===== src/inc/stf_defs.svh =====
`ifndef STF_DEFS_SVH
`define STF_DEFS_SVH

// register addresses on the 7-bit serial address field
`define STF_ADDR_SUPA 7'h40
`define STF_ADDR_SUPB 7'h41
`define STF_ADDR_THRM 7'h42

// serial command layout
`define STF_CMD_W 16
`define STF_CMD_MODE_BIT 7
`define STF_CMD_ADDR_HI 6
`define STF_CMD_ADDR_LO 0
`define STF_CMD_DATA_HI 15
`define STF_CMD_DATA_LO 8

// writable (clearable) masks; reserved bits are outside them
`define STF_MASK_SUPA 8'h63
`define STF_MASK_SUPB 8'h9D
`define STF_MASK_THRM 8'h0F

// field positions, register a
`define STF_BIT_BAT_LOW 6
`define STF_BIT_BAT_HIGH 5
`define STF_BIT_MAIN_OVER 1
`define STF_BIT_MAIN_PREWARN 0
// field positions, register b
`define STF_BIT_POWER_ON 7
`define STF_BIT_AUX_OT 4
`define STF_BIT_AUX_UNDER 3
`define STF_BIT_MAIN_SHORT 2
`define STF_BIT_MAIN_UNDER 0
// field positions, thermal register
`define STF_BIT_SEVERE_SAFE 3
`define STF_BIT_SEVERE_TSD 2
`define STF_BIT_MODULE_TSD 1
`define STF_BIT_THERM_PREWARN 0

// reset contents
`define STF_RST_SUPA 8'h00
`define STF_RST_SUPB_POR 8'h80
`define STF_RST_SUPB_SOFT 8'h00
`define STF_RST_THRM 8'h00
`define STF_BYTE_ZERO 8'h00

// main-rail short timing: 2 ms at 25 MHz
`define STF_SHORT_TIME_US 2000
`define STF_CLK_MHZ 25
`define STF_SHORT_CYCLES (`STF_SHORT_TIME_US * `STF_CLK_MHZ)
`define STF_SHORT_CNT_W 16

// severe shutdown safe-state count: more than 16 in a row
`define STF_SEVERE_LIMIT 5'h10
`define STF_SEVERE_CNT_W 5
// waiting times in seconds
`define STF_WAIT_NORMAL_S 1
`define STF_WAIT_SAFE_S 60

`endif


===== src/inc/stf_pkg.sv =====
package stf_pkg;

    typedef enum logic [2:0] {
        STF_MODE_INIT    = 3'b000,
        STF_MODE_NORMAL  = 3'b001,
        STF_MODE_STOP    = 3'b010,
        STF_MODE_SLEEP   = 3'b011,
        STF_MODE_RESTART = 3'b100,
        STF_MODE_FAIL    = 3'b101
    } stf_mode_t;

    typedef struct packed {
        logic batteryLow;
        logic batteryHigh;
        logic mainOver;
        logic mainPrewarn;
        logic mainUnder;
        logic auxOvertemp;
        logic auxUnder;
        logic severeTsd;
        logic moduleTsd;
        logic thermPrewarn;
    } stf_events_t;

    typedef struct packed {
        stf_mode_t mode;
        logic mainRailOn;
        logic resetOutputReleased;
        logic loadAbovePeak;
        logic pumpEnableBit;
    } stf_qual_t;

    typedef struct packed {
        logic valid;
        logic [15:0] frame;
    } stf_cmd_t;

endpackage


===== src/stf_status_regs.sv =====
`timescale 1ns/1ns
`include "stf_defs.svh"

module stf_status_regs
    import stf_pkg::*;
#(
    parameter int SHORT_CYCLES = `STF_SHORT_CYCLES
) (
    input wire logic clk,
    input wire logic rst,
    input wire logic powerOnReset,
    input wire logic softReset,
    input wire stf_events_t eventsIn,
    input wire stf_qual_t qualIn,
    input wire stf_cmd_t cmdIn,
    output logic [7:0] readData,
    output logic readValid,
    output logic addrHit,
    output logic failSafeRequest,
    output logic moduleDisable,
    output logic severeLongWait
);
    // ------------------------------------------------------------
    // input synchronisers (events come from analog comparators)
    // ------------------------------------------------------------
    stf_events_t evMeta_r;
    stf_events_t evSync_r;
    stf_qual_t qMeta_r;
    stf_qual_t qSync_r;

    always_ff @(posedge clk) begin
        if (rst) begin
            evMeta_r <= '0;
            evSync_r <= '0;
            qMeta_r <= '0;
            qSync_r <= '0;
        end else begin
            evMeta_r <= eventsIn;
            evSync_r <= evMeta_r;
            qMeta_r <= qualIn;
            qSync_r <= qMeta_r;
        end
    end

    // ------------------------------------------------------------
    // command decode
    // ------------------------------------------------------------
    function automatic logic [1:0] decodeAddr(input logic [6:0] addr);
        case (addr)
            `STF_ADDR_SUPA: decodeAddr = 2'd1;
            `STF_ADDR_SUPB: decodeAddr = 2'd2;
            `STF_ADDR_THRM: decodeAddr = 2'd3;
            default: decodeAddr = 2'd0;
        endcase
    endfunction

    logic [6:0] cmdAddr;
    logic cmdClear;
    logic [1:0] cmdSel;
    logic clrSupA;
    logic clrSupB;
    logic clrThrm;

    assign cmdAddr = cmdIn.frame[`STF_CMD_ADDR_HI:`STF_CMD_ADDR_LO];
    assign cmdClear = cmdIn.frame[`STF_CMD_MODE_BIT];
    assign cmdSel = decodeAddr(cmdAddr);
    assign clrSupA = cmdIn.valid && cmdClear && (cmdSel == 2'd1);
    assign clrSupB = cmdIn.valid && cmdClear && (cmdSel == 2'd2);
    assign clrThrm = cmdIn.valid && cmdClear && (cmdSel == 2'd3);

    // ------------------------------------------------------------
    // helpers
    // ------------------------------------------------------------
    logic shortDetect;
    logic safePulse;

    stf_short_timer #(
        .SHORT_CYCLES(SHORT_CYCLES)
    ) uShort (
        .clk(clk),
        .rst(rst),
        .mainRailOn(qSync_r.mainRailOn),
        .mainUnder(evSync_r.mainUnder),
        .shortDetect(shortDetect)
    );

    stf_severe_counter uSevere (
        .clk(clk),
        .rst(rst),
        .severeEvent(evSync_r.severeTsd),
        .severeQuiet(!evSync_r.severeTsd), // a quiet cycle breaks the run
        .safeState(safePulse),
        .longWait(severeLongWait)
    );

    // ------------------------------------------------------------
    // set conditions
    // ------------------------------------------------------------
    logic [7:0] setSupA;
    logic [7:0] setSupB;
    logic [7:0] setThrm;
    logic inStop;
    logic sleepRailOff;
    logic stopExcept;
    logic underAllowed;
    logic [7:0] supA_r;
    logic [7:0] supA_nxt;
    logic [7:0] supB_r;
    logic [7:0] supB_nxt;
    logic [7:0] thrm_r;
    logic [7:0] thrm_nxt;

    assign inStop = (qSync_r.mode == STF_MODE_STOP);
    assign sleepRailOff = (qSync_r.mode == STF_MODE_SLEEP) && !qSync_r.mainRailOn;
    assign stopExcept = qSync_r.loadAbovePeak || supA_r[`STF_BIT_MAIN_PREWARN];

    always_comb begin
        case (qSync_r.mode)
            STF_MODE_RESTART: underAllowed = 1'b0;
            STF_MODE_INIT: underAllowed = qSync_r.resetOutputReleased;
            STF_MODE_NORMAL,
            STF_MODE_STOP: underAllowed = 1'b1;
            default: underAllowed = 1'b0;
        endcase
        if (shortDetect) begin
            underAllowed = 1'b1;
        end
        if (sleepRailOff) begin
            underAllowed = 1'b0;
        end
    end

    always_comb begin
        setSupA = '0;
        setSupA[`STF_BIT_BAT_LOW] = evSync_r.batteryLow && qSync_r.mainRailOn
            && (!inStop || stopExcept);
        setSupA[`STF_BIT_BAT_HIGH] = evSync_r.batteryHigh && qSync_r.mainRailOn
            && (qSync_r.pumpEnableBit || !inStop || stopExcept);
        setSupA[`STF_BIT_MAIN_OVER] = evSync_r.mainOver && !sleepRailOff;
        setSupA[`STF_BIT_MAIN_PREWARN] = evSync_r.mainPrewarn;
        setSupB = '0;
        setSupB[`STF_BIT_AUX_OT] = evSync_r.auxOvertemp;
        setSupB[`STF_BIT_AUX_UNDER] = evSync_r.auxUnder;
        setSupB[`STF_BIT_MAIN_SHORT] = shortDetect && !sleepRailOff;
        setSupB[`STF_BIT_MAIN_UNDER] = evSync_r.mainUnder && underAllowed;
        setThrm = '0;
        setThrm[`STF_BIT_SEVERE_SAFE] = safePulse;
        setThrm[`STF_BIT_SEVERE_TSD] = evSync_r.severeTsd;
        setThrm[`STF_BIT_MODULE_TSD] = evSync_r.moduleTsd;
        setThrm[`STF_BIT_THERM_PREWARN] = evSync_r.thermPrewarn;
    end

    // ------------------------------------------------------------
    // sticky registers
    // ------------------------------------------------------------
    // set is or-ed after the clear so a same-cycle event survives
    function automatic logic [7:0] stickyNext(
        input logic [7:0] cur,
        input logic [7:0] set,
        input logic clr,
        input logic [7:0] mask
    );
        logic [7:0] held;
        held = clr ? `STF_BYTE_ZERO : cur;
        stickyNext = (held | set) & mask;
    endfunction

    always_comb begin
        supA_nxt = stickyNext(supA_r, setSupA, clrSupA, `STF_MASK_SUPA);
        supB_nxt = stickyNext(supB_r, setSupB, clrSupB, `STF_MASK_SUPB);
        thrm_nxt = stickyNext(thrm_r, setThrm, clrThrm, `STF_MASK_THRM);
        if (softReset) begin
            supA_nxt = `STF_RST_SUPA;
            supB_nxt = `STF_RST_SUPB_SOFT;
            thrm_nxt = `STF_RST_THRM;
        end
    end

    // rst is the power-on reset path; powerOnReset taken as alias
    always_ff @(posedge clk) begin
        if (rst || powerOnReset) begin
            supA_r <= `STF_RST_SUPA;
            supB_r <= `STF_RST_SUPB_POR;
            thrm_r <= `STF_RST_THRM;
        end else begin
            supA_r <= supA_nxt;
            supB_r <= supB_nxt;
            thrm_r <= thrm_nxt;
        end
    end

    // ------------------------------------------------------------
    // read answer: content before any clear of the same command
    // ------------------------------------------------------------
    logic [7:0] readData_r;
    logic [7:0] readData_nxt;
    logic readValid_r;

    always_comb begin
        case (cmdSel)
            2'd1: readData_nxt = supA_r;
            2'd2: readData_nxt = supB_r;
            2'd3: readData_nxt = thrm_r;
            default: readData_nxt = `STF_BYTE_ZERO;
        endcase
    end

    always_ff @(posedge clk) begin
        if (rst) begin
            readData_r <= `STF_BYTE_ZERO;
            readValid_r <= 1'b0;
        end else begin
            readData_r <= cmdIn.valid ? readData_nxt : readData_r;
            readValid_r <= cmdIn.valid;
        end
    end

    assign readData = readData_r;
    assign readValid = readValid_r;
    assign addrHit = cmdIn.valid && (cmdSel != 2'd0);
    assign failSafeRequest = evSync_r.severeTsd;
    assign moduleDisable = evSync_r.moduleTsd;
endmodule // stf_status_regs


===== src/stf_short_timer.sv =====
`timescale 1ns/1ns
`include "stf_defs.svh"

module stf_short_timer
    import stf_pkg::*;
#(
    parameter int SHORT_CYCLES = `STF_SHORT_CYCLES
) (
    input wire logic clk,
    input wire logic rst,
    input wire logic mainRailOn,
    input wire logic mainUnder,
    output logic shortDetect
);
    logic [`STF_SHORT_CNT_W-1:0] cnt_r;
    logic [`STF_SHORT_CNT_W-1:0] cnt_nxt;
    logic shortDetect_r;
    logic shortDetect_nxt;

    // counts only while the rail is on and held below its reset threshold
    always_comb begin
        cnt_nxt = cnt_r;
        shortDetect_nxt = 1'b0;
        if (!mainRailOn || !mainUnder) begin
            cnt_nxt = '0;
        end else if (cnt_r > SHORT_CYCLES[`STF_SHORT_CNT_W-1:0]) begin
            shortDetect_nxt = 1'b1;
        end else begin
            cnt_nxt = cnt_r + 1'b1;
        end
    end

    always_ff @(posedge clk) begin
        if (rst) begin
            cnt_r <= '0;
            shortDetect_r <= 1'b0;
        end else begin
            cnt_r <= cnt_nxt;
            shortDetect_r <= shortDetect_nxt;
        end
    end

    assign shortDetect = shortDetect_r;

endmodule // stf_short_timer


===== src/stf_severe_counter.sv =====
`timescale 1ns/1ns
`include "stf_defs.svh"

module stf_severe_counter
    import stf_pkg::*;
(
    input wire logic clk,
    input wire logic rst,
    input wire logic severeEvent,
    input wire logic severeQuiet,
    output logic safeState,
    output logic longWait
);
    logic [`STF_SEVERE_CNT_W-1:0] cnt_r;
    logic [`STF_SEVERE_CNT_W-1:0] cnt_nxt;
    logic longWait_r;
    logic longWait_nxt;

    // saturating count of back-to-back severe shutdowns
    always_comb begin
        cnt_nxt = cnt_r;
        longWait_nxt = longWait_r;
        // a quiet spell restarts the run only; the long wait stays until reset
        if (severeQuiet) begin
            cnt_nxt = '0;
        end else if (severeEvent) begin
            if (cnt_r == `STF_SEVERE_LIMIT) begin
                longWait_nxt = 1'b1;
            end else begin
                cnt_nxt = cnt_r + 1'b1;
            end
        end
    end

    always_ff @(posedge clk) begin
        if (rst) begin
            cnt_r <= '0;
            longWait_r <= 1'b0;
        end else begin
            cnt_r <= cnt_nxt;
            longWait_r <= longWait_nxt;
        end
    end

    // high on the seventeenth event in a row and on every later event of that run
    assign safeState = severeEvent && !severeQuiet && (cnt_r == `STF_SEVERE_LIMIT);
    assign longWait = longWait_r;

endmodule // stf_severe_counter


===== config.mk =====
export PLATFORM = sky130hd
export DESIGN_NAME = stf_status_regs
export DESIGN_NICKNAME = d
export VERILOG_FILES = /design/src/inc/stf_pkg.sv /design/src/stf_status_regs.sv /design/src/stf_short_timer.sv /design/src/stf_severe_counter.sv
export VERILOG_INCLUDE_DIRS = /design/src /design/src/inc
export SDC_FILE = /design/constraint.sdc
export NUM_CORES = 1
export LEC_CHECK = 0
export ABC_AREA = 1
export BUFFER_PORTS_ARGS = -buffer_cell sky130_fd_sc_hd__buf_2
export CAP_MARGIN = 20
export CORE_AREA = 2 2 88 90
export DETAILED_ROUTE_END_ITERATION = 8
export DIE_AREA = 0 0 90 92
export GPL_ROUTABILITY_DRIVEN = 0
export MAX_ROUTING_LAYER = met4
export PLACE_DENSITY = 0.69
export SYNTH_ARGS = -nofsm -noshare
export SYNTH_HDL_FRONTEND = slang
export SYNTH_HIERARCHICAL = 1
export SYNTH_SLANG_ARGS = --single-unit

===== constraint.sdc =====
create_clock -name clk -period 1.8 [get_ports clk]
set_input_delay 0.18 -clock clk [delete_from_list [all_inputs] [get_ports clk]]
set_output_delay 0.18 -clock clk [all_outputs]
set_load 0.05 [all_outputs]

After elaboration in Yosys (flattened, before gate mapping)

Index checks and enable logic that the tools add are counted.

Register bits: 82
Input port bits: 38
Output and inout port bits: 13
Logic and storage cells: 98

Bitwise logic cells: 4
Equality and inequality tests: 10
$add $sub $neg: 2
Muxes and demuxes: 10
Order comparisons: 1
Reduce and logical (&&, ||, !) cells: 31

Operators by type and width:

| cell                  | number |
|---|---|
| $pmux 8 s3            | 1 |
| $eq 7x7->1 const B    | 3 |
| $add 16x1->16 const B | 1 |
| $gt 16x16->1 const B  | 1 |
| $mux 8                | 2 |
| $logic_and 1x1->1     | 14 |
| $or 8x5->8            | 1 |
| $reduce_or 2->1       | 4 |
| $mux 7                | 1 |
| $or 7x7->7            | 1 |
| $eq 3x2->1 const B    | 2 |
| $logic_or 1x1->1      | 6 |
| $pmux 2 s3            | 1 |
| $add 5x1->5 const B   | 1 |
| $eq 5x5->1 const B    | 1 |
| $eq 2x2->1 const B    | 2 |
| $logic_not 1->1       | 4 |
| $mux 4                | 1 |
| $or 4x4->4            | 1 |
| $eq 3x1->1 const B    | 1 |
| $logic_not 3->1       | 1 |
| $mux 1                | 3 |
| $eq 2x1->1 const B    | 1 |
| $pmux 1 s2            | 1 |
| other kinds (3)       | 3 |

Depth between registers and ports, before layout

Depth after elaboration: 8
Gate-level depth with buffers: 9
Gate-level depth less buffers: 9

By module

The synthesis kept the hierarchy.

Modules (own cells, without submodules):

| module             | cells an instance | area each (sq um) | times used | seq. area each (sq um) |
|---|---|---|---|---|
| stf_status_regs    | 241               | 1980.6            | 1          | 1121.1 |
| stf_short_timer    | 187               | 1184.9            | 1          | 340.3 |
| stf_severe_counter | 52                | 365.4             | 1          | 120.1 |

Worst setup path after synthesis

No wires, ideal clock.

Path type: input to output
Start: input cmdIn[4] in the netlist's numbering
End: output addrHit
Data arrival time: 1.364 ns
Path buffers: 1
Slack: 0.256 ns
Required time: 1.620 ns
Stages: 6
Path through: inv_1 nand2_2 nor2_4 buf_6 o21ai_0 a21oi_1

Word-level cells in the longest chain between the ends: 4
Elaborated cells on any way between the ends: 6
Those cells by class: 3 x eq/ne; 1 x mux; 2 x reduce/logical

RTL lines:

| element             | line                   | RTL |
|---|---|---|
| start, declared     | stf_status_regs.sv:15  | `input wire stf_cmd_t cmdIn,` |
| $eq 7x7->1          | stf_status_regs.sv:49  | `case (addr)` |
| $pmux 2 s3 *        | stf_status_regs.sv:49  |  |
| $reduce_bool 2->1 * | stf_status_regs.sv:220 | `assign addrHit = cmdIn.valid && (cmdSel != 2'd0);` |
| $logic_and 1x1->1 * | stf_status_regs.sv:220 |  |
| end, declared       | stf_status_regs.sv:18  | `output logic addrHit,` |

Mark *: on every way between the ends. The rest lies on a longest branch, timed or not.

Worst setup path in the final report

Start: register uShort.cnt_r[0]
End: register uShort.cnt_r[10]

Word-level cells in the longest chain between the ends: 1
Elaborated cells on any way between the ends: 2
Those cells by class: 1 x add/sub; 1 x order compare

RTL lines:

| element                                       | line                                         | RTL |
|---|---|---|
| start, declared                               | stf_short_timer.sv:15                        | `` logic [`STF_SHORT_CNT_W-1:0] cnt_r; `` |
| start signal, assigned                        | stf_short_timer.sv:38                        | `cnt_r <= cnt_nxt;` |
| $add 16x1->16 or $gt 16x16->1 (tied branches) | stf_short_timer.sv:29, stf_short_timer.sv:26 |  |

Several ways; a longest one is shown, not always the timed one.
A chain may end at the register's enable or synchronous reset.

==> results.json <==
{
  "status": "finished clean",
  "post_synth_num_cell_types": 27,
  "nets": 566,
  "grt_pass1_vias": 2729,
  "wl_um": 6390,
  "dr_total_vias": 2862,
  "fmax_mhz": 669,
  "portBuffers": 42,
  "drc_errors": 0,
  "drtPass1Iterations": 4,
  "drv_cap": 0,
  "crit_type": "register to register",
  "num_io_pins": 51,
  "syn2layout_area_growth_pct": 13.3,
  "power.density_mw_per_mm2": 821,
  "multi_input_area_mm2": 0.00156,
  "cp_max_fo": 17,
  "switchingPower_mw": 0.784,
  "seqPwrFrac": 0.550,
  "initial_core_util": 0.474,
  "synth_compound_area_frac": 0.0663,
  "ys_warn_count": 6,
  "cts-root-buf": "clkbuf_8",
  "synth.avg_cell_area_um2": 7.36,
  "ys_ff_latch": 79,
  "overflow": 0,
  "place.detailed.hpwl_um": 4600,
  "clk_latency_ns": 0.34,
  "synth_cells": 480,
  "intPower_mw": 2.50,
  "rsz0062_at_grt": "no",
  "drive_gt1_frac": 0.212,
  "seqCellArea_mm2": 0.00158,
  "routedWlPerCell_um": 10.1,
  "num_antenna_cells": 0,
  "synth_area_leaders": "dfxtp_1 (45%), nand2_1 (10%), nor2_1 (8.7%)",
  "cts.reportedPaths.clkPinSlew_ns": 0.08,
  "clockBufferDepth": 2,
  "grt_pass1_wl_um": 11400,
  "synthSimpleGateAreaFrac": 0.353,
  "die_w_um": 90,
  "tns_ns": 0,
  "numCtsBuffers": 9,
  "whs_ns": 0.0324,
  "synth-xor-area-share": 0.00744,
  "slew_violations": 0,
  "grt_use_total": 0.169,
  "worst_slew_pin_slew_ns": 0.554,
  "power_leakage_nw": 1.71,
  "switching_share": 0.239,
  "ir_drop_mv": 0.416,
  "grt_start_max_net_pins": 44,
  "fin_crit_sh": 0.831,
  "crit_arrival_ns": 1.73,
  "dieArea_mm2": 0.00828,
  "skew_ns": 0.00851,
  "layout_min_cycle_time_ns": 1.50,
  "setup_viol": 0,
  "power_mw": 3.29,
  "antenna_found_initial": 0,
  "num_rows": 32,
  "htree_levels": 3,
  "hold_class": "input port to register",
  "synth_nets": 522,
  "max_slew_margin": 0.629,
  "yosysTopAreaCellShare": 0.448,
  "ant_nets": 0,
  "core_area_mm2": 0.00745,
  "synthMuxAreaShare": 0,
  "cts_setup_buffers": 0,
  "die_h_um": 92,
  "cts_sinks": 79,
  "cts_tree": "done",
  "postCtsHoldBufs": 0,
  "cp-end-kind": "register",
  "cts_resized": 0,
  "synthAdderAreaFrac": 0.0142,
  "yosys.area.top_type": "dfxtp_1",
  "routed_via_density": 4.54,
  "hold_viol_final": 0,
  "critical_path_required_ns": 2.04,
  "syn_area_mm2": 0.00353,
  "power_frac_clock": 0.397,
  "fillers": 778,
  "pwr-share-comb": 0.053,
  "drtIter0Drc": 74,
  "ys_seq_area_frac": 0.448,
  "synth_top_family_by_area": "simple AND/OR/NAND/NOR gates",
  "worst_setup_path_start_kind": "register"
}
==> power by group through the flow <==
stage / Clock, mW / Combinational, mW / Sequential (mW)
final: 1.30 / 0.175 / 1.81
after global routing: 1.39 / 0.199 / 1.81
after CTS: 1.34 / 0.178 / 1.81
after detailed placement: 0 / 0.178 / 1.85
after global placement: 0 / 0.174 / 1.85
after floorplan: 0 / 0.0982 / 1.87
==> flip-flops by register name, indices dropped and copies added, names as in the netlist, 4 cells and up <==
signal,count
evMeta_r,10
evSync_r,8
qMeta_r,7
qSync_r,7
readData,8
supA_r,4
supB_r,5
thrm_r,4
uSevere/cnt_r,5
uShort/cnt_r,16
==> Yosys cell counts (all sizes together) <==
cell,count
nor2,93
nor3,2
dfxtp,79
nand2,113
nand3b,2
ha,4
nand3,41
inv,80
clkbuf,4
nand4,10
xor2,3
buf,8
o21ai,6
o21bai,3
or3,1
a21oi,31
==> cell usage in the layout (no fill, tap or decap), types with 3 or more instances in the layout <==
cell	instances
o21ai_0	5
nand2_4	8
nor2_4	6
xor2_1	3
nor2_2	5
nor2_1	82
nand2_2	9
a21oi_1	24
nand3_2	7
dfxtp_1	79
nand4_1	10
inv_1	70
ha_1	4
nand3_1	34
buf_2	42
nand2_1	96
a21oi_2	7
o21bai_1	3
inv_2	9
clkbuf_8	9
==> per-layer routing <==
| layer | vias to the layer above | GRT usage | part of all wire |
|---|---|---|---|
| met2 | 52 | 0.280 | 0.45 |
| met4 | 0 | 0.0692 | 0.0099 |
| met3 | 8 | 0.0320 | 0.046 |
| li1 | 1565 | - | - |
| met5 | - | - | 0 |
| met1 | 1237 | 0.204 | 0.49 |
==> metrics by stage <==
stage,worst slack [ns],cell area [µm²],util,cells
after CTS,0.0178,3990,0.536,630
final,0.305,4000,0.537,631
after global routing,0.116,4000,0.537,631
after global placement,0.124,3790,0.510,614
after detailed placement,0.0340,3790,0.510,614
after floorplan,0.256,3530,-,480
==> area by class of cell <==
class / instances / share of cell area
multi-input cells: 309 / 0.389
inverters: 80 / 0.0757
clock inverters: 6 / 0.0169
clock buffers: 10 / 0.0319
flip-flops and latches: 79 / 0.395
repair buffers: 45 / 0.0591
well taps: 102 / 0.0319
==> worst max-delay path, cell delays in order, from the launching register on <==
cell     delay (ns)
dfxtp_1        0.34
inv_1          0.09
ha_1           0.16
nand3_1        0.09
nor2_2         0.15
nand2_4        0.17
nand2_4        0.13
inv_2          0.09
nor2_1         0.11
nor2_1         0.04
==> kinds of logic after synthesis <==
group | after synthesis
buffers and inverters | 92
AND/OR/NAND/NOR | 262
adder cells (fa/ha/maj) | 4
XOR/XNOR | 3
AO/OA/AOI/OAI | 40
flip-flops | 79
==> worst paths after layout <==
path,start,end,slack [ns],cells after the start
setup / recovery,uShort/cnt_r[0]$_SDFFE_PP0P_,uShort/cnt_r[10]$_SDFFE_PP0P_,0.30,9
hold / removal,powerOnReset,supB_r[7]$_SDFFE_PP1P_,0.03,3
setup reg to reg,uShort/cnt_r[0]$_SDFFE_PP0P_,uShort/cnt_r[10]$_SDFFE_PP0P_,0.30,9
hold reg to reg,evMeta_r[5]$_SDFF_PP0_,evSync_r[5]$_SDFF_PP0_,0.40,2
Power figures use the tool's default switching activity.
